File: config.mk
export PLATFORM = sky130hd
export DESIGN_NAME = wdcp_top
export DESIGN_NICKNAME = d
export VERILOG_FILES = /design/src/wdcp_pkg.sv /design/src/wdcp_top.sv
export SDC_FILE = /design/constraint.sdc
export NUM_CORES = 1
export LEC_CHECK = 0
export ABC_AREA = 1
export BUFFER_PORTS_ARGS = -buffer_cell sky130_fd_sc_hd__buf_2
export CAP_MARGIN = 20
export CORE_MARGIN = 2
export CORE_UTILIZATION = 40
export CTS_CLUSTER_DIAMETER = 60
export DETAILED_ROUTE_END_ITERATION = 10
export SYNTH_ARGS = -nofsm -noshare
export SYNTH_HDL_FRONTEND = slang
export SYNTH_SLANG_ARGS = --single-unit
File: constraint.sdc
create_clock -name I_CORE_CLK -period 3.7 [get_ports I_CORE_CLK]
set_clock_uncertainty 0.1 [all_clocks]
set_input_delay 0.74 -clock I_CORE_CLK [delete_from_list [all_inputs] [get_ports I_CORE_CLK]]
set_output_delay 0.74 -clock I_CORE_CLK [all_outputs]
set_load 0.05 [all_outputs]
File: src/wdcp_pkg.sv
// Constants, types and state encodings for the watchdog with clock protection.
// Assumes option bytes are static flash values valid from reset release.
package wdcp_pkg;

	// ************************************************************
	// Counter and prescaler
	// ************************************************************
	localparam int          CNT_W          = 14;
	localparam int          PRE_W          = 7;
	localparam logic [13:0] PERIOD_SEL_00  = 14'h03FF;
	localparam logic [13:0] PERIOD_SEL_01  = 14'h0FFF;
	localparam logic [13:0] PERIOD_SEL_10  = 14'h1FFF;
	localparam logic [13:0] PERIOD_SEL_11  = 14'h3FFF;
	localparam logic [13:0] COUNT_RST      = 14'h0000;
	localparam logic [6:0]  PRE_RST        = 7'h00;
	localparam logic [6:0]  PRE_LAST_16    = 7'h0F;
	localparam logic [6:0]  PRE_LAST_128   = 7'h7F;

	// ************************************************************
	// Refresh sequence and option byte fields
	// ************************************************************
	localparam logic [7:0]  REFRESH_FIRST  = 8'h00;
	localparam logic [7:0]  REFRESH_SECOND = 8'hFF;
	localparam int          OPT_START_BIT  = 0;
	localparam int          OPT_PROT_BIT   = 7;
	localparam int          OPT_PERIOD_LSB = 0;
	localparam int          OPT_WINDOW_LSB = 2;

	// Gray coded along reset -> halted -> running
	typedef enum logic [1:0] {
		WDCP_INIT = 2'b00,
		WDCP_HALT = 2'b01,
		WDCP_RUN  = 2'b11
	} wdcp_state_t;

	// Option settings captured once after reset
	typedef struct packed {
		logic       prot_init;
		logic       halt_after_rst;
		logic [1:0] period_sel;
		logic [1:0] window_sel;
	} wdcp_cfg_t;

endpackage : wdcp_pkg

File: src/wdcp_top.sv
// Watchdog counter with count source protection, prescaler and refresh window.
// Assumes software write strobes and sleep mode levels come from core-clock
// logic; the low-speed oscillator clock arrives asynchronously.
//
// What this block does
// - Unprotected: count CPU clock through prescaler dividing by 16 or 128.
// - Counter decrements from selected count; 11b=3FFFh, 00b=03FFh.
// - Period field decodes 00/01/10/11 to 03FFh/0FFFh/1FFFh/3FFFh.
// - Counter reloads on reset, underflow, and 00h then FFh refresh inside the window.
// - Prescaler cleared only by reset, never by refresh.
// - Start option 1: counter and prescaler halt until start write.
// - Start option 0: counting begins automatically after reset.
// - Unprotected: wait and stop freeze the count, resume afterward.
// - Unprotected underflow: interrupt if action bit 0, reset if 1.
// - Protected: count low-speed oscillator edges directly, no prescaler.
// - Protected: counting never stops, even in wait or stop.
// - Protected underflow always gives reset, never interrupt.
// - Protection on forces oscillator on and action bit to reset.
// - Protection option bit 7 at 0 sets protection after reset.
// - Start option bit 0 is read only, never changed by writes.
// - Refresh outside acknowledge window is incorrect, fires action.
// - Protection set only by writing 0 then 1; clearing ignored.
`timescale 1ns/1ps
module wdcp_top (
	input  wire logic       I_CORE_CLK,       // Core clock, 25 MHz
	input  wire logic       I_ARST_N,         // Async reset, active low
	input  wire logic [7:0] I_OPT_MAIN,       // Main option byte
	input  wire logic [7:0] I_OPT_SECOND,     // Second option byte
	input  wire logic       I_LOCO_CLK,       // Low-speed oscillator clock
	input  wire logic       I_REFRESH_WR,     // Refresh register write
	input  wire logic [7:0] I_REFRESH_DATA,   // Refresh write data
	input  wire logic       I_START_WR,       // Start register write
	input  wire logic       I_PRESCALER_RATIO_SEL, // 0: /16, 1: /128
	input  wire logic       I_ACTION_WR,      // Action select write
	input  wire logic       I_ACTION_DATA,    // 0: interrupt, 1: reset
	input  wire logic       I_PROT_WR,        // Protection bit write
	input  wire logic       I_PROT_DATA,      // Protection write data
	input  wire logic       I_WAIT_MODE,      // Core in wait mode
	input  wire logic       I_STOP_MODE,      // Core in stop mode
	output logic            O_WDT_IRQ,        // Interrupt pulse
	output logic            O_WDT_RST,        // Reset request pulse
	output logic            O_LOCO_ON,        // Oscillator enable
	output logic            O_PROT_EN,        // Protection enable bit
	output logic            O_ACTION_SEL,     // Underflow action bit
	output logic            O_RUNNING,        // Counter running
	output logic [13:0]     O_COUNT           // Current count
);
	import wdcp_pkg::*;

	// ************************************************************
	// State
	// ************************************************************
	wdcp_state_t        state, next_state;
	wdcp_cfg_t          cfg, next_cfg;
	logic [CNT_W-1:0]   count, next_count;
	logic [PRE_W-1:0]   presc, next_presc;
	logic               prot_en, next_prot_en;
	logic               prot_armed, next_prot_armed;
	logic               action_sel, next_action_sel;
	logic               ref_armed, next_ref_armed;
	logic               irq, next_irq;
	logic               rst, next_rst;
	logic               loco_s1, loco_s2, loco_s3;

	logic [CNT_W-1:0]   period_val;
	logic [14:0]        win_lim;
	logic               loco_edge, presc_tick, tick, freeze;
	logic               uflow, refresh_seq, refresh_ok, refresh_bad;
	logic [1:0]         period_code;

	// ************************************************************
	// Oscillator synchroniser and edge detect
	// ************************************************************
	always_ff @(posedge I_CORE_CLK or negedge I_ARST_N) begin
		if (!I_ARST_N) begin
			loco_s1 <= 1'b0;
			loco_s2 <= 1'b0;
			loco_s3 <= 1'b0;
		end else begin
			loco_s1 <= I_LOCO_CLK;
			loco_s2 <= loco_s1;
			loco_s3 <= loco_s2;
		end
	end
	assign loco_edge = loco_s2 & ~loco_s3;

	// ************************************************************
	// Decodes and events
	// ************************************************************
	// Period field from the option pins while capturing, else the copy,
	// so the first load after reset already has the right count
	assign period_code = (state == WDCP_INIT)
		? I_OPT_SECOND[OPT_PERIOD_LSB +: 2] : cfg.period_sel;

	// Underflow count from the period field
	always_comb begin
		case (period_code)
			2'b00:   period_val = PERIOD_SEL_00;
			2'b01:   period_val = PERIOD_SEL_01;
			2'b10:   period_val = PERIOD_SEL_10;
			default: period_val = PERIOD_SEL_11;
		endcase
	end

	// Window limit: quarters of the period, counted toward underflow
	assign win_lim = 15'(({1'b0, period_val} + 15'h0001) >> 2)
		* 15'({13'h0000, cfg.window_sel} + 15'h0001);

	// Prescaler wraps at 16 or 128 core clocks
	assign presc_tick = (presc == (I_PRESCALER_RATIO_SEL ? PRE_LAST_128
		: PRE_LAST_16));
	assign freeze = ~prot_en & (I_WAIT_MODE | I_STOP_MODE);
	assign tick = (state == WDCP_RUN) & ~freeze
		& (prot_en ? loco_edge : presc_tick);
	assign uflow = tick & (count == COUNT_RST);
	assign refresh_seq = I_REFRESH_WR & ref_armed
		& (I_REFRESH_DATA == REFRESH_SECOND);
	assign refresh_ok = refresh_seq & (state == WDCP_RUN)
		& ({1'b0, count} < win_lim);
	assign refresh_bad = refresh_seq & (state == WDCP_RUN)
		& ~({1'b0, count} < win_lim);

	// ************************************************************
	// Next-state logic
	// ************************************************************
	always_comb begin
		next_state      = state;
		next_cfg        = cfg;
		next_count      = count;
		next_presc      = presc;
		next_prot_en    = prot_en;
		next_prot_armed = prot_armed;
		next_action_sel = action_sel;
		next_ref_armed  = ref_armed;
		next_irq        = 1'b0;
		next_rst        = 1'b0;
		case (state)
			WDCP_INIT: begin
				// Capture option bytes once; they are never written here
				next_cfg.prot_init      = ~I_OPT_MAIN[OPT_PROT_BIT];
				next_cfg.halt_after_rst = I_OPT_MAIN[OPT_START_BIT];
				next_cfg.period_sel     = I_OPT_SECOND[OPT_PERIOD_LSB +: 2];
				next_cfg.window_sel     = I_OPT_SECOND[OPT_WINDOW_LSB +: 2];
				next_prot_en = ~I_OPT_MAIN[OPT_PROT_BIT];
				next_count   = period_val;
				next_state = I_OPT_MAIN[OPT_START_BIT] ? WDCP_HALT
					: WDCP_RUN;
			end
			WDCP_HALT: begin
				next_count = period_val;
				if (I_START_WR)
					next_state = WDCP_RUN;
			end
			WDCP_RUN: begin
				// Prescaler only steps; refresh leaves it alone
				if (!freeze && !prot_en)
					next_presc = presc_tick ? PRE_RST
						: PRE_W'(presc + 7'h01);
				if (uflow || refresh_ok)
					next_count = period_val;
				else if (tick)
					next_count = CNT_W'(count - 14'h0001);
				if (uflow || refresh_bad) begin
					next_rst = prot_en | action_sel;
					next_irq = ~prot_en & ~action_sel;
				end
			end
			default: next_state = WDCP_INIT;
		endcase
		// Refresh arms on 00h; any other write disarms
		if (I_REFRESH_WR)
			next_ref_armed = (I_REFRESH_DATA == REFRESH_FIRST);
		// Protection: 0 arms, 1 after arm sets, clearing ignored
		if (I_PROT_WR) begin
			next_prot_armed = ~I_PROT_DATA;
			if (I_PROT_DATA && prot_armed)
				next_prot_en = 1'b1;
		end
		if (I_ACTION_WR)
			next_action_sel = I_ACTION_DATA;
		if (next_prot_en)
			next_action_sel = 1'b1;
	end

	// Registers
	always_ff @(posedge I_CORE_CLK or negedge I_ARST_N) begin
		if (!I_ARST_N) begin
			state      <= WDCP_INIT;
			cfg        <= '0;
			count      <= COUNT_RST;
			presc      <= PRE_RST;
			prot_en    <= 1'b0;
			prot_armed <= 1'b0;
			action_sel <= 1'b0;
			ref_armed  <= 1'b0;
			irq        <= 1'b0;
			rst        <= 1'b0;
		end else begin
			state      <= next_state;
			cfg        <= next_cfg;
			count      <= next_count;
			presc      <= next_presc;
			prot_en    <= next_prot_en;
			prot_armed <= next_prot_armed;
			action_sel <= next_action_sel;
			ref_armed  <= next_ref_armed;
			irq        <= next_irq;
			rst        <= next_rst;
		end
	end

	// Outputs
	assign O_WDT_IRQ    = irq;
	assign O_WDT_RST    = rst;
	assign O_LOCO_ON    = prot_en;
	assign O_PROT_EN    = prot_en;
	assign O_ACTION_SEL = action_sel;
	assign O_RUNNING    = (state == WDCP_RUN);
	assign O_COUNT      = count;

	// ************************************************************
	// Assertions
	// ************************************************************
	a_presc_ratio: assert property (@(posedge I_CORE_CLK)
		disable iff (!I_ARST_N)
		(tick && !prot_en && !I_PROT_WR) |=> presc == PRE_RST && !tick)
		else $error("prescaler did not restart after a tick");
	a_init_load: assert property (@(posedge I_CORE_CLK)
		disable iff (!I_ARST_N)
		(state == WDCP_INIT) |=> count == period_val)
		else $error("counter not loaded after reset");
	a_halt_reload: assert property (@(posedge I_CORE_CLK)
		disable iff (!I_ARST_N)
		(state == WDCP_HALT) |=> count == period_val)
		else $error("halted counter not at period value");
	a_refresh_load: assert property (@(posedge I_CORE_CLK)
		disable iff (!I_ARST_N)
		(refresh_ok && !uflow) |=> count == period_val && !O_WDT_IRQ
			&& !O_WDT_RST)
		else $error("refresh did not reload counter");
	a_halt_hold: assert property (@(posedge I_CORE_CLK)
		disable iff (!I_ARST_N)
		(state == WDCP_HALT && !I_START_WR) |=> state == WDCP_HALT
			&& $stable(presc))
		else $error("halted watchdog moved");
	a_freeze_hold: assert property (@(posedge I_CORE_CLK)
		disable iff (!I_ARST_N)
		(state == WDCP_RUN && freeze && !refresh_ok) |=> $stable(count)
			&& $stable(presc))
		else $error("count moved in wait or stop");
	a_irq_path: assert property (@(posedge I_CORE_CLK)
		disable iff (!I_ARST_N)
		(uflow && !prot_en && !action_sel) |=> O_WDT_IRQ && !O_WDT_RST)
		else $error("underflow interrupt missing");
	a_prot_reset: assert property (@(posedge I_CORE_CLK)
		disable iff (!I_ARST_N)
		(uflow && prot_en) |=> O_WDT_RST && !O_WDT_IRQ)
		else $error("protected underflow not reset");
	a_prot_force: assert property (@(posedge I_CORE_CLK)
		disable iff (!I_ARST_N)
		prot_en |-> action_sel && O_LOCO_ON)
		else $error("protection did not force reset action");
	a_prot_sticky: assert property (@(posedge I_CORE_CLK)
		disable iff (!I_ARST_N)
		(prot_en && state != WDCP_INIT) |=> prot_en)
		else $error("protection bit cleared");
	a_window_bad: assert property (@(posedge I_CORE_CLK)
		disable iff (!I_ARST_N)
		refresh_bad |=> (O_WDT_RST || O_WDT_IRQ)
			&& (count == $past(count) || ($past(tick)
			&& count == 14'($past(count) - 14'h0001))))
		else $error("early refresh not flagged");

endmodule : wdcp_top
==> results of run 1 <==
[state kept, by name, summed over array words and instances (netlist names), 2 cells and up]
signal   cells
cfg          4
O_COUNT     14
presc        7
state        2
[synthesized netlist by cell type (all sizes together)]
library cell,number
a31oi,1
ha,15
or2,1
a31o,1
xnor2,4
a21o,2
o21ai,16
o211ai,3
nand3,19
nand4,8
nor3,7
nor4,6
nor2,34
clkinv,1
o31ai,1
a22oi,1
and3,1
buf,1
mux2i,1
a21oi,4
fa,2
nand2,93
xor2,3
nor3b,1
dfrtp,36
inv,37
and2,1
[cell type report]
type	count	area [um2]
Fill cell	552	2550
Multi-Input combinational cell	225	1410
Sequential cell	36	903
Timing Repair Buffer	60	354
Inverter	38	150
Tap cell	72	90.1
Clock buffer	6	72.6
Clock inverter	2	35.0
Timing Repair inverter	1	6.26
[kinds of logic after synthesis]
kind of cell	after synthesis	share of synthesized area
AO/OA/AOI/OAI	29	0.0738
buffers and inverters	39	0.0652
adder cells (fa/ha/maj)	17	0.0973
flip-flops	36	0.385
multiplexers	1	0.00428
AND/OR/NAND/NOR	171	0.348
XOR/XNOR	7	0.0262
[power groups by stage]
stage	clock network, uW	logic, uW	registers [uW]
final	344	580	525
after global routing	369	637	535
after CTS	349	553	523
after detailed placement	0	550	529
after global placement	0	543	527
after floorplan	0	228	685
[layer usage]
metal	part of all wire	wire length, um	GRT usage
met5	0	0	0
met4	0.011	56	0.0593
met2	0.48	2570	0.291
met1	0.47	2480	0.212
met3	0.037	194	0.0270
[metrics by stage]
step / cells / power [uW] / worst slack [ns] / hold slack, ns
finish: 440 / 1450 / 0.133 / 0.248
global route: 440 / 1540 / -0.0481 / 0.251
CTS: 438 / 1420 / 0.0208 / 0.248
detailed placement: 430 / 1080 / -0.154 / 0.238
global placement: 430 / 1070 / -0.157 / 0.234
floorplan: 300 / 912 / 0.0947 / 0.231
[worst max-delay path: cells and delay by family, from the launching register on]
kind | cells | cell delay, ns
adder cells (fa/ha/maj) | 3 | 1.22
AND/OR/NAND/NOR | 11 | 1.09
flip-flops | 1 | 0.44
AO/OA/AOI/OAI | 3 | 0.37
buffers and inverters | 2 | 0.20
[final timing paths]
check	cells after the start	startpoint	endpoint	slack, ns
max	19	state[0]	O_COUNT[6]	0.13
min	0	loco_s1	loco_s2	0.25
max reg2reg	19	state[0]	O_COUNT[6]	0.13
min reg2reg	0	loco_s1	loco_s2	0.25
max in group asynchronous	1	I_ARST_N	state[0]	2.50
min in group asynchronous	1	I_ARST_N	presc[2]	0.43
[what timing repair did]
item | 4_1_cts | 5_1_grt
pin swaps | 0 | 26
setup buffers | 0 | 2
gates cloned | 0 | 1
hold buffers | 0 | 0
setup endpoints to repair | 4 | 16
gates resized for setup | 2 | 32
[layout by cell type, fill, tap and decap left out, types with 4 or more instances in the layout]
| cell type | synthesis | final |
|---|---|---|
| sky130_fd_sc_hd__nand2_1 | 80 | 74 |
| sky130_fd_sc_hd__buf_2 | 0 | 45 |
| sky130_fd_sc_hd__dfrtp_1 | 36 | 34 |
| sky130_fd_sc_hd__inv_1 | 35 | 33 |
| sky130_fd_sc_hd__nor2_1 | 31 | 28 |
| sky130_fd_sc_hd__nand2_2 | 10 | 14 |
| sky130_fd_sc_hd__ha_1 | 15 | 13 |
| sky130_fd_sc_hd__buf_4 | 1 | 13 |
| sky130_fd_sc_hd__nand3_1 | 16 | 12 |
| sky130_fd_sc_hd__o21ai_0 | 8 | 8 |
| sky130_fd_sc_hd__nand4_1 | 8 | 8 |
| sky130_fd_sc_hd__o21ai_1 | 8 | 8 |
| sky130_fd_sc_hd__nor4_1 | 6 | 6 |
| sky130_fd_sc_hd__nor3_1 | 6 | 5 |
| sky130_fd_sc_hd__clkbuf_8 | 0 | 5 |
| sky130_fd_sc_hd__nand2_4 | 3 | 4 |
| sky130_fd_sc_hd__nor2_4 | 1 | 4 |
| sky130_fd_sc_hd__nand3_2 | 1 | 4 |
==> results.md, run 1 <==
Outcome:
- The flow ran to the end, and the final reports show no timing, DRC or antenna violations.

Floorplanning:
- The number of top-level design ports is 56.
- The floorplan step defined a die boundary enclosing 0.00648 mm2.
- The initial standard-cell utilization of the core is 0.420.
- The area of the core region is 0.00557 mm2.
- Row generation in the floorplan step produced 27 rows.
- In this run the vertical extent of the chip is around 81 um.
- From left edge to right edge, the die measures between 80 and 90 um.

Detailed routing:
- The final wirelength is roughly 5300 um.
- The post-detailed-route via-to-cell ratio is 4.80.
- Summing over every cut layer, the via total after detailed routing is ~2100.
- The first detailed-routing pass took 4 iterations.
- In the routed design, unresolved DRC markers number 0.
- In the final routed layout, each cell accounts on average for 12.1 um.
- In this run, the number of DRC markers left after iteration 0 of detailed routing was 92.
- Once detail routing completed, the nets flagged for antenna violations numbered 0.

Clocking:
- The clock drives 36 sinks.
- The clock latency at the later pin of the worst-skew pair is 0.29 ns.
- Counting along the longest clock path gives a buffer depth of 2.
- The clock root buffer master is sky130_fd_sc_hd__clkbuf_8.
- In this run, CTS created clock tree buffers numbering 5.
- The CTS clock-pin slew for the worst setup and hold paths is 0.08 ns.
- The level count of the clock H-tree is 2.
- TritonCTS built the clock tree.

Critical path:
- In this run the worst path has a maximum fanout of 6.
- The stage delay of the slowest cell on the critical path is 0.54 ns.
- Traced cell by cell, the critical path runs through nor2_4 > nand2_2 > nand2_2 > nand3_2 > nor2_2 > fa_2 > fa_2 > inv_2 > ha_4 > a21o_1 > a21oi_2 > nand2_2 > nand2_2 > nand2_2 > nand3_4 > nand2_8 > buf_4 > nand2_1 > o21ai_1.
- The cell that appears most often on the critical path is sky130_fd_sc_hd__nand2_2.
- The critical path data required time is approximately 3.8 ns.
- The worst setup path is of the reg2reg kind.
- The nature of the critical path endpoint is a flop.
- The worst setup path is launched from a flop.
- STA puts the critical path data arrival time at 3.64 ns.
- The critical path's slowest cell is sky130_fd_sc_hd__fa_2.

Global routing:
- The total global routing track utilization is 0.169.
- The number of antenna violations at the first check in global routing is 0.
- Entering global routing, the biggest net connects 37 pins.
- The global-route wire length before repair is 8520 um.
- The via count of the first global-routing pass came to about 2000.
- After global routing the overflow that remains totals 0.

Logic synthesis:
- The synthesized netlist contains 37 unique library cells.
- The portion of the post-synthesis area used by sequential elements is 0.385.
- During synthesis, Yosys emitted a total of 0 warnings.
- In this run the mean area of a mapped cell was between 7 and 8 um2.
- The synthesized net count is around 350.
- By area the synthesized netlist is led by sky130_fd_sc_hd__dfrtp_1 38%, sky130_fd_sc_hd__nand2_1 13%, sky130_fd_sc_hd__ha_1 8.0%.
- The share of synthesized area in the top cell type comes to 0.385.
- The mapped cell area is 0.00234 mm2.
- Counting every instance in the synthesized netlist gives 300.
- The synthesized design contains 36 register bits.
- The biggest area contributor in the post-synthesis netlist is sky130_fd_sc_hd__dfrtp_1.

Timing:
- The number of failing hold endpoints at the final stage is 0.
- Setup violations remaining at the end of the flow were counted as 0.
- The tightest slew margin relative to the limit is 0.465.
- The final total negative setup slack is 0 ns.
- The clock period minus worst slack is 3.57 ns.
- The achievable frequency is 280 MHz.
- The share of the clock period used by the worst path is 0.964.
- The max-slew violation count is 0.
- At the pin with the least slew margin, the transition time is 0.803 ns.

Power:
- In this run the power spent charging and discharging nets is 602 uW.
- Of the total power, the share spent switching nets is 0.416.
- The cell leakage power is 0.00148 uW.
- The worst vdd rail ir drop is 0.000301 V.
- Dividing total power by cell area gives a power density of 480 mW/mm2.
- The share of total power dissipated in the clock network is 0.237.
- The relative contribution of combinational cells to total power is 0.400.
- The share of total power dissipated in sequential elements is 0.362.
- The internal power summed over all cells is approximately 850 uW.

Cells and area:
- From synthesis to final layout, the design area changed by 29.0%.
- With fillers left out, the area of the finished cells amounts to ~0.0030 mm2.
- The repair_antennas step left the layout with diodes totalling 0.
- The fraction of final layout cells sized beyond drive strength 1 is 0.315.
- After the last flow step, the layout net total stands at 420.
- The share of the core filled with cells in the final layout is 0.542.

Placement:
- In this run the cell area measured after placement is 0.00277 mm2.
- The weighted congestion reported at the end of routability-driven placement is 0.838.
- The HPWL reported at the end of detailed placement is just over 4000 um.
- The count of buffers added on input and output ports is 45.

Flow run:
- The max-cap violation count is 0.

Hold path:
- The class of the worst hold path is reg2reg.
Note: power is estimated with default switching activity, not from simulation.
==> run 2, diff against run 1 <==
--- a/config.mk
+++ b/config.mk
@@ -8,6 +8,7 @@
 export ABC_AREA = 1
 export BUFFER_PORTS_ARGS = -buffer_cell sky130_fd_sc_hd__buf_2
 export CAP_MARGIN = 20
+export CORE_ASPECT_RATIO = 0.7
 export CORE_MARGIN = 2
 export CORE_UTILIZATION = 40
 export CTS_CLUSTER_DIAMETER = 60
==> results.md, run 2 (synthesized netlist as in run 1, its figures left out) <==
Critical path:
- The category of the worst setup path launch point is a flop (unchanged).
- The stage delay of the slowest cell on the critical path is 0.55 ns (was 0.54 ns).
- Cells along the critical path: nor2_4 > nand2_4 > nand2_4 > nand3_4 > nor2_4 > fa_2 > fa_2 > inv_2 > ha_4 > a21o_1 > a21oi_2 > nand2_2 > nand2_4 > nand2_4 > nand3_4 > nand2_8 > buf_4 > nand2_1 > nand2_1 (was nor2_4 > nand2_2 > nand2_2 > nand3_2 > nor2_2 > fa_2 > fa_2 > inv_2 > ha_4 > a21o_1 > a21oi_2 > nand2_2 > nand2_2 > nand2_2 > nand3_4 > nand2_8 > buf_4 > nand2_1 > o21ai_1).
- The critical path data required time was 3.78 ns (about the same).
- The data arrival at the endpoint of the critical path came to 3.68 ns (was 3.64 ns).
- The critical path's slowest cell is sky130_fd_sc_hd__fa_2 (unchanged).
- The most frequent cell on the critical path is sky130_fd_sc_hd__nand2_4 (was sky130_fd_sc_hd__nand2_2).
- The nature of the critical path endpoint is a flop (unchanged).
- The number of cells on the worst reg-to-reg path is 19 (unchanged).
- The critical setup path kind is reg2reg (unchanged).
- The register-to-register setup slack was 0.1 ns (was 0.13 ns).
- The highest net fanout along the worst path was 7 (was 6).

Cells and area:
- The share of the core filled with cells in the final layout is 0.545 (was 0.542).
- The most frequent standard cell in the layout excluding fill and tap cells is sky130_fd_sc_hd__nand2_1 (unchanged).
- Most used cells in the layout excluding fill and tap cells: 74 x sky130_fd_sc_hd__nand2_1, 45 x sky130_fd_sc_hd__buf_2, 35 x sky130_fd_sc_hd__dfrtp_1 (was 74 x sky130_fd_sc_hd__nand2_1, 45 x sky130_fd_sc_hd__buf_2, 34 x sky130_fd_sc_hd__dfrtp_1).
- The number of flip-flops in the largest register is 14 (unchanged).
- The number of nets in the layout is 426 (was 420).
- The area growth from synthesis to final layout was 32.7% (was 29.0%).
- The fraction of final layout cells sized beyond drive strength 1 came to 0.321 (was 0.315).
- The final cell count without fillers is 449 (was 440).
- The total inserted antenna cells is 0 (unchanged).
- The number of fill cells in the layout is 558 (was 552).

Detailed routing:
- The detailed-route wire length per cell is 12.7 um (was 12.1 um).
- The final wirelength is 5710 um (was 5310 um).
- The number of vias in the routed layout is 2179 (was 2114).
- The remaining antenna violation count after routing is 0 (unchanged).
- The DRC violation count after routing is 0 (unchanged).
- The post-detailed-route via-to-cell ratio came to 4.85 (was 4.80).
- The DRC marker count from the first detailed-route iteration is 116 (was 92).
- The detailed-router iteration count before antenna repair came to 4 (unchanged).

Floorplanning:
- The initial standard-cell utilization of the core is 0.411 (was 0.420).
- The die height is 68.0 um (was 80.5 um).
- The total number of placement rows was 23 (was 27).
- The area of the core region was 0.00570 mm2 (was 0.00557 mm2).
- The number of top-level design ports came to 56 (unchanged).
- The die footprint is 0.00649 mm2 (was 0.00648 mm2).
- The x dimension of the die is 95.4 um (was 80.5 um).

Global routing:
- The via count of the first global-routing pass was 1904 (was 1956).
- The global-route wire length before repair is 8870 um (was 8520 um).
- The number of antenna violations at the first check in global routing is 0 (unchanged).
- The total grt overflow was 0 (unchanged).
- The pin count of the biggest net entering global routing is 37 (unchanged).
- The total global routing track utilization is 0.181 (was 0.169).

Hold path:
- The class of the worst hold path is reg2reg (unchanged).
- The worst hold path cell count came to 0 (unchanged).

Placement:
- The HPWL reported at the end of detailed placement was 4220 um (was 4040 um).
- The pre-CTS setup slack came to -0.298 ns (was -0.154 ns).
- The total instance count after detailed placement is 431 (was 430).
- The weighted congestion reported at the end of routability-driven placement is 0.883 (was 0.838).
- The quantity of I/O buffers inserted on ports was 45 (unchanged).

Timing:
- The number of failing hold endpoints at the final stage was 0 (unchanged).
- The slack of the critical path came to 0.0955 ns (was 0.133 ns).
- The transition time at the pin with the least slew margin is 0.845 ns (was 0.803 ns).
- The tightest slew margin relative to the limit came to 0.437 (was 0.465).
- The share of the clock period used by the worst path came to 0.974 (was 0.964).
- The max-slew violation count is 0 (unchanged).
- The number of setup violations in the final report came to 0 (unchanged).
- Setup repair after global routing could not meet its margin everywhere.
- The achievable frequency is 277 MHz (was 280 MHz).
- The worst-case hold slack is 0.259 ns (was 0.248 ns).
- The final total negative setup slack is 0 ns (unchanged).
- The clock period minus worst slack is 3.60 ns (was 3.57 ns).

Clocking:
- The clock latency at the later pin of the worst-skew pair was 0.29 ns (about the same).
- The CTS tree is yes (unchanged).
- The CTS buffer count is 5 (unchanged).
- The CTS clock-pin slew for the worst setup and hold paths is 0.07 ns (was 0.08 ns).
- The number of sinks on the clock net is 36 (unchanged).
- The maximum clock insertion buffer count is 2 (unchanged).
- The level count of the clock H-tree came to 2 (unchanged).
- The clock root buffer master is sky130_fd_sc_hd__clkbuf_8 (unchanged).

Outcome:
- Status: completed (unchanged).

Flow run:
- The max-cap violation count came to 0 (unchanged).

Power:
- The power per cell area was 477 mW/mm2 (was 480 mW/mm2).
- The cell leakage power is 0.00155 uW (was 0.00148 uW).
- The worst vdd rail ir drop is 0.000201 V (was 0.000301 V).
[run 2: changes by cell type in the layout (fill, tap and decap cells not counted), sizes merged]
cell	change
clkinv	+1
inv	-1
buf	+6
[run 2: layer usage]
layer	GRT usage	up-vias	share of wire	wire length, um
li1	-	1123	-	-
met1	0.260	985	0.50	2860
met2	0.270	67	0.43	2430
met3	0.0463	4	0.065	372
met4	0.0482	0	0.0077	44
met5	0	-	0	0
[run 2: stage by stage]
stage,power (uW),instance area (um2)
2_1_floorplan,912,2340
3_3_place_gp,1070,2740
3_5_place_dp,1080,2740
4_1_cts,1430,2910
5_1_grt,1580,3110
6_report,1480,3110
[run 2: critical path, delay by kind of cell, from the launching register on]
family / cells / cell delay, ns
AO/OA/AOI/OAI: 2 / 0.32
adder cells (fa/ha/maj): 3 / 1.24
AND/OR/NAND/NOR: 12 / 1.17
flip-flops: 1 / 0.45
buffers and inverters: 2 / 0.21
[run 2: cell type report]
type | count | area (um2) | share of cell area
Multi-Input combinational cell | 225 | 1460 | 0.470
Sequential cell | 36 | 902 | 0.290
Timing Repair Buffer | 66 | 390 | 0.126
Inverter | 38 | 148 | 0.0475
Tap cell | 75 | 93.8 | 0.0302
Clock buffer | 6 | 72.6 | 0.0234
Clock inverter | 2 | 35.0 | 0.0113
Timing Repair inverter | 1 | 5.00 | 0.00161
[run 2: worst paths after layout]
path / start / end
min: loco_s1 / loco_s2
min in group asynchronous: I_ARST_N / presc[2]
max: state[1] / O_COUNT[9]
max in group asynchronous: I_ARST_N / state[1]
max reg2reg: state[1] / O_COUNT[9]
min reg2reg: loco_s1 / loco_s2
[run 2: power breakdown]
| group | internal [uW] | switching (uW) |
|---|---|---|
| clock | 200 | 142 |
| combinational | 205 | 408 |
| sequential | 455 | 70.7 |
| total | 860 | 621 |
[run 2: repair_timing]
item | CTS | global route
gates resized for setup | 12 | 31
setup endpoints to repair | 16 | 16
cloned | 0 | 1
hold buffers | 0 | 0
buffers inserted | 2 | 7
hold endpoints to repair | 0 | 0
pin swaps | 6 | 22
==> run 3, diff against run 2 <==
--- a/config.mk
+++ b/config.mk
@@ -5,7 +5,6 @@
 export SDC_FILE = /design/constraint.sdc
 export NUM_CORES = 1
 export LEC_CHECK = 0
-export ABC_AREA = 1
 export BUFFER_PORTS_ARGS = -buffer_cell sky130_fd_sc_hd__buf_2
 export CAP_MARGIN = 20
 export CORE_ASPECT_RATIO = 0.7
@@ -13,6 +12,8 @@
 export CORE_UTILIZATION = 40
 export CTS_CLUSTER_DIAMETER = 60
 export DETAILED_ROUTE_END_ITERATION = 10
+export PLACE_DENSITY = 0.65
+export SKIP_LAST_GASP = 1
 export SYNTH_ARGS = -nofsm -noshare
 export SYNTH_HDL_FRONTEND = slang
 export SYNTH_SLANG_ARGS = --single-unit
==> results.md, run 3 <==
Critical path:
- The register-to-register setup slack came to -0.11 ns (was 0.1 ns).
- Cells along the critical path: nor2_4 > mux2i_4 > buf_6 > and3_1 > ha_4 > ha_4 > fa_2 > inv_2 > ha_4 > a21o_1 > a21oi_4 > a21oi_4 > a21oi_4 > o21ai_1 > a32o_1 (was nor2_4 > nand2_4 > nand2_4 > nand3_4 > nor2_4 > fa_2 > fa_2 > inv_2 > ha_4 > a21o_1 > a21oi_2 > nand2_2 > nand2_4 > nand2_4 > nand3_4 > nand2_8 > buf_4 > nand2_1 > nand2_1).
- The gate family responsible for the most delay along the worst path is adder cells (unchanged).
- The critical path data required time is 3.78 ns (about the same).
- The capture point of the worst reg-to-reg path is O_COUNT[12] (was O_COUNT[9]).
- The number of cells on the worst reg-to-reg path is 15 (was 19).
- The critical path's slowest cell is sky130_fd_sc_hd__fa_2 (unchanged).
- The critical setup path kind is reg2reg (unchanged).
- The launch point of the critical path is state[0] (was state[1]).
- The highest net fanout along the worst path is 7 (unchanged).
- The category of the worst setup path launch point is a flop (unchanged).
- The launch point of the worst reg-to-reg path is state[0] (was state[1]).
- The nature of the critical path endpoint is a flop (unchanged).
- The number of buffer and inverter instances along the worst setup path is 2 (unchanged).
- The data arrival at the endpoint of the critical path was 3.89 ns (was 3.68 ns).
- The stage delay of the slowest cell on the critical path is 0.57 ns (was 0.55 ns).

Cells and area:
- The most frequent standard cell in the layout excluding fill and tap cells is sky130_fd_sc_hd__buf_2 (was sky130_fd_sc_hd__nand2_1).
- The total inserted antenna cells is 0 (unchanged).
- The area growth from synthesis to final layout came to 32.3% (was 32.7%).
- The number of fill cells in the layout is 504 (was 558).
- The area of combinational cells with multiple inputs is 0.00149 mm2 (was 0.00146 mm2).
- The fraction of final layout cells sized beyond drive strength 1 was 0.398 (was 0.321).
- Most used cells in the layout excluding fill and tap cells: 45 x sky130_fd_sc_hd__buf_2, 36 x sky130_fd_sc_hd__dfrtp_1, 22 x sky130_fd_sc_hd__nand2_1 (was 74 x sky130_fd_sc_hd__nand2_1, 45 x sky130_fd_sc_hd__buf_2, 35 x sky130_fd_sc_hd__dfrtp_1).
- The final cell count without fillers is 376 (was 449).
- The number of nets in the layout is 357 (was 426).
- The number of flip-flops in the largest register is 14 (unchanged).
- The share of the core filled with cells in the final layout came to 0.564 (was 0.545).
- The sequential cell area is 901 um2 (was 902 um2).

Power:
- The cell leakage power is 0.00134 uW (was 0.00155 uW).
- The power per cell area was 454 mW/mm2 (was 477 mW/mm2).
- The worst vdd rail ir drop is 0.000335 V (was 0.000201 V).

Global routing:
- The number of antenna violations at the first check in global routing was 0 (unchanged).
- The total grt overflow is 0 (unchanged).
- The global-route wire length before repair is 8560 um (was 8870 um).
- The total global routing track utilization is 0.176 (was 0.181).
- The pin count of the biggest net entering global routing is 37 (unchanged).
- The via count of the first global-routing pass came to 1793 (was 1904).

Logic synthesis:
- The count of mapped cells out of synthesis is 232 (was 300).
- The share of the synthesized area in the top cell type was 0.394 (was 0.385).
- The number of distinct library cell variants in the gate-level netlist after synthesis is 56 (was 37).
- The number of flops mapped to enable cells by yosys is 0 (unchanged).
- List of most frequent post-synthesis cells: 36 x sky130_fd_sc_hd__dfrtp_1, 22 x sky130_fd_sc_hd__nand2_1, 22 x sky130_fd_sc_hd__nor2_1 (was 80 x sky130_fd_sc_hd__nand2_1, 36 x sky130_fd_sc_hd__dfrtp_1, 35 x sky130_fd_sc_hd__inv_1).
- The synthesized net count was 285 (was 353).
- The mapped cell area is 0.00229 mm2 (was 0.00234 mm2).
- The portion of the post-synthesis area used by sequential elements is 0.394 (was 0.385).
- The mean area per synthesized cell was 9.85 um2 (was 7.80 um2).
- The leading area contributor after synthesis is sky130_fd_sc_hd__dfrtp_1 (unchanged).
- The total of warnings raised by yosys is 0 (unchanged).
- The dominant register cell in the synthesized netlist is sky130_fd_sc_hd__dfrtp_1 (unchanged).
- The flip-flop and latch count after synthesis came to 36 (unchanged).
- The share of flip-flops with an asynchronous set or reset after synthesis is 1.00 (unchanged).
- The dominant cell by count in the synthesized netlist is sky130_fd_sc_hd__dfrtp_1 (was sky130_fd_sc_hd__nand2_1).
- Biggest area contributors in the synthesized netlist: sky130_fd_sc_hd__dfrtp_1 39%, sky130_fd_sc_hd__ha_1 8.2%, sky130_fd_sc_hd__nand2_1 3.6% (was sky130_fd_sc_hd__dfrtp_1 38%, sky130_fd_sc_hd__nand2_1 13%, sky130_fd_sc_hd__ha_1 8.0%).

Timing:
- The share of the clock period used by the worst path came to 1.03 (was 0.974).
- The transition time at the pin with the least slew margin came to 0.814 ns (was 0.845 ns).
- The achievable frequency is 262 MHz (was 277 MHz).
- The number of failing hold endpoints at the final stage was 0 (unchanged).
- RSZ-0062 raised after global routing: yes (unchanged).
- The clock period minus worst slack is 3.81 ns (was 3.60 ns).
- The max-slew violation count came to 0 (unchanged).
- The tightest slew margin relative to the limit is 0.458 (was 0.437).
- The number of setup violations in the final report is 8 (was 0).
- The final total negative setup slack is -0.565 ns (was 0 ns).
- The slack of the critical path is -0.111 ns (was 0.0955 ns).

Placement:
- The weighted congestion reported at the end of routability-driven placement is 0.789 (was 0.883).
- The quantity of I/O buffers inserted on ports was 45 (unchanged).
- The total instance count after detailed placement is 366 (was 431).
- The HPWL reported at the end of detailed placement is 4020 um (was 4220 um).
- The pre-CTS setup slack is -0.454 ns (was -0.298 ns).

Floorplanning:
- The area of the core region was 0.00537 mm2 (was 0.00570 mm2).
- The die height was 67.3 um (was 68.0 um).
- The x dimension of the die is 94.4 um (was 95.4 um).
- The die footprint was 0.00635 mm2 (was 0.00649 mm2).
- The total number of placement rows is 22 (was 23).
- The initial standard-cell utilization of the core is 0.426 (was 0.411).
- The number of top-level design ports is 56 (unchanged).

Detailed routing:
- The detailed-router iteration count before antenna repair is 4 (unchanged).
- The number of vias in the routed layout is 1998 (was 2179).
- The detailed-route wire length per cell is 14.3 um (was 12.7 um).
- The final wirelength is 5370 um (was 5710 um).
- The DRC violation count after routing is 0 (unchanged).
- The post-detailed-route via-to-cell ratio was 5.31 (was 4.85).
- The remaining antenna violation count after routing is 0 (unchanged).
- The DRC marker count from the first detailed-route iteration is 62 (was 116).

Clocking:
- The maximum clock insertion buffer count was 2 (unchanged).
- The CTS clock-pin slew for the worst setup and hold paths is 0.07 ns (about the same).
- The CTS tree was yes (unchanged).
- The CTS buffer count was 5 (unchanged).
- The clock latency at the later pin of the worst-skew pair is 0.28 ns (was 0.29 ns).
- The clock root buffer master is sky130_fd_sc_hd__clkbuf_8 (unchanged).
- The number of sinks on the clock net was 36 (unchanged).
- The level count of the clock H-tree was 2 (unchanged).

Flow run:
- The max-cap violation count came to 0 (unchanged).

Hold path:
- The class of the worst hold path is reg2reg (unchanged).
- The startpoint of the lowest-slack hold path was loco_s1 (unchanged).
- The worst hold path cell count is 0 (unchanged).
- The worst-case hold path end point is loco_s2 (unchanged).

Outcome:
- Status: finished, violations left (was completed).
- The final reports fail on setup timing.
run 3: cell count changes in the layout (fill, tap and decap cells not counted), sizes merged, moves of 4 or more:
cell,previous run,this run
inv,37,11
a21oi,4,13
or4,0,4
nand4,8,4
nor3,7,17
nand3,19,8
o21ai,16,12
and3,1,7
a21o,2,6
nor2,34,22
nand2,93,22
run 3: layer usage:
layer	vias up	global-route usage	share of wire
met2	70	0.261	0.40
met1	930	0.260	0.51
li1	994	-	-
met5	-	0	0
met4	0	0.0380	0.0071
met3	4	0.0435	0.080
run 3: timing repair:
| action | in CTS | in global routing |
|---|---|---|
| setup buffers | 2 | 2 |
| hold buffers | 0 | 0 |
| setup endpoints to repair | 14 | 16 |
| gates resized for setup | 14 | 6 |
| pin swaps | 14 | 14 |
run 3: cell families (layout without fill, tap and decap cells):
| group | count (synthesis) | count (layout) | synth area share |
|---|---|---|---|
| AO/OA/AOI/OAI | 49 | 49 | 0.164 |
| XOR/XNOR | 10 | 10 | 0.0449 |
| adder cells (fa/ha/maj) | 17 | 17 | 0.0996 |
| buffers and inverters | 14 | 86 | 0.0252 |
| flip-flops | 36 | 36 | 0.394 |
| multiplexers | 6 | 6 | 0.0279 |
| AND/OR/NAND/NOR | 100 | 100 | 0.245 |
run 3: final cells by class:
type / count / share of cell area
inverters: 11 / 0.0136
flip-flops and latches: 36 / 0.298
multi-input cells: 182 / 0.492
repair buffers: 68 / 0.135
clock buffers: 7 / 0.0318
well taps: 72 / 0.0298
run 3: where the power goes:
part / internal, uW / switching (uW)
clock network: 166 / 134
logic: 224 / 341
registers: 443 / 63.1
total: 834 / 539
run 3: worst max-delay path by stage:
stage / slack (ns) / depth (start not counted) / endpoint
2_1_floorplan: -0.05 / 15 / O_COUNT[12]
3_3_place_gp: -0.42 / 14 / O_COUNT[9]
3_5_place_dp: -0.45 / 14 / O_COUNT[9]
4_1_cts: -0.18 / 14 / O_COUNT[12]
5_1_grt: -0.27 / 16 / O_COUNT[10]
6_report: -0.11 / 15 / O_COUNT[12]
run 3: stage by stage:
step           hold slack [ns]  total power (uW)  cell area, um2
6_report                 0.268              1370            3030
5_1_grt                  0.286              1450            3030
4_1_cts                  0.274              1360            2980
3_5_place_dp             0.259              1010            2790
3_3_place_gp             0.255              1000            2790
2_1_floorplan            0.231               855            2350
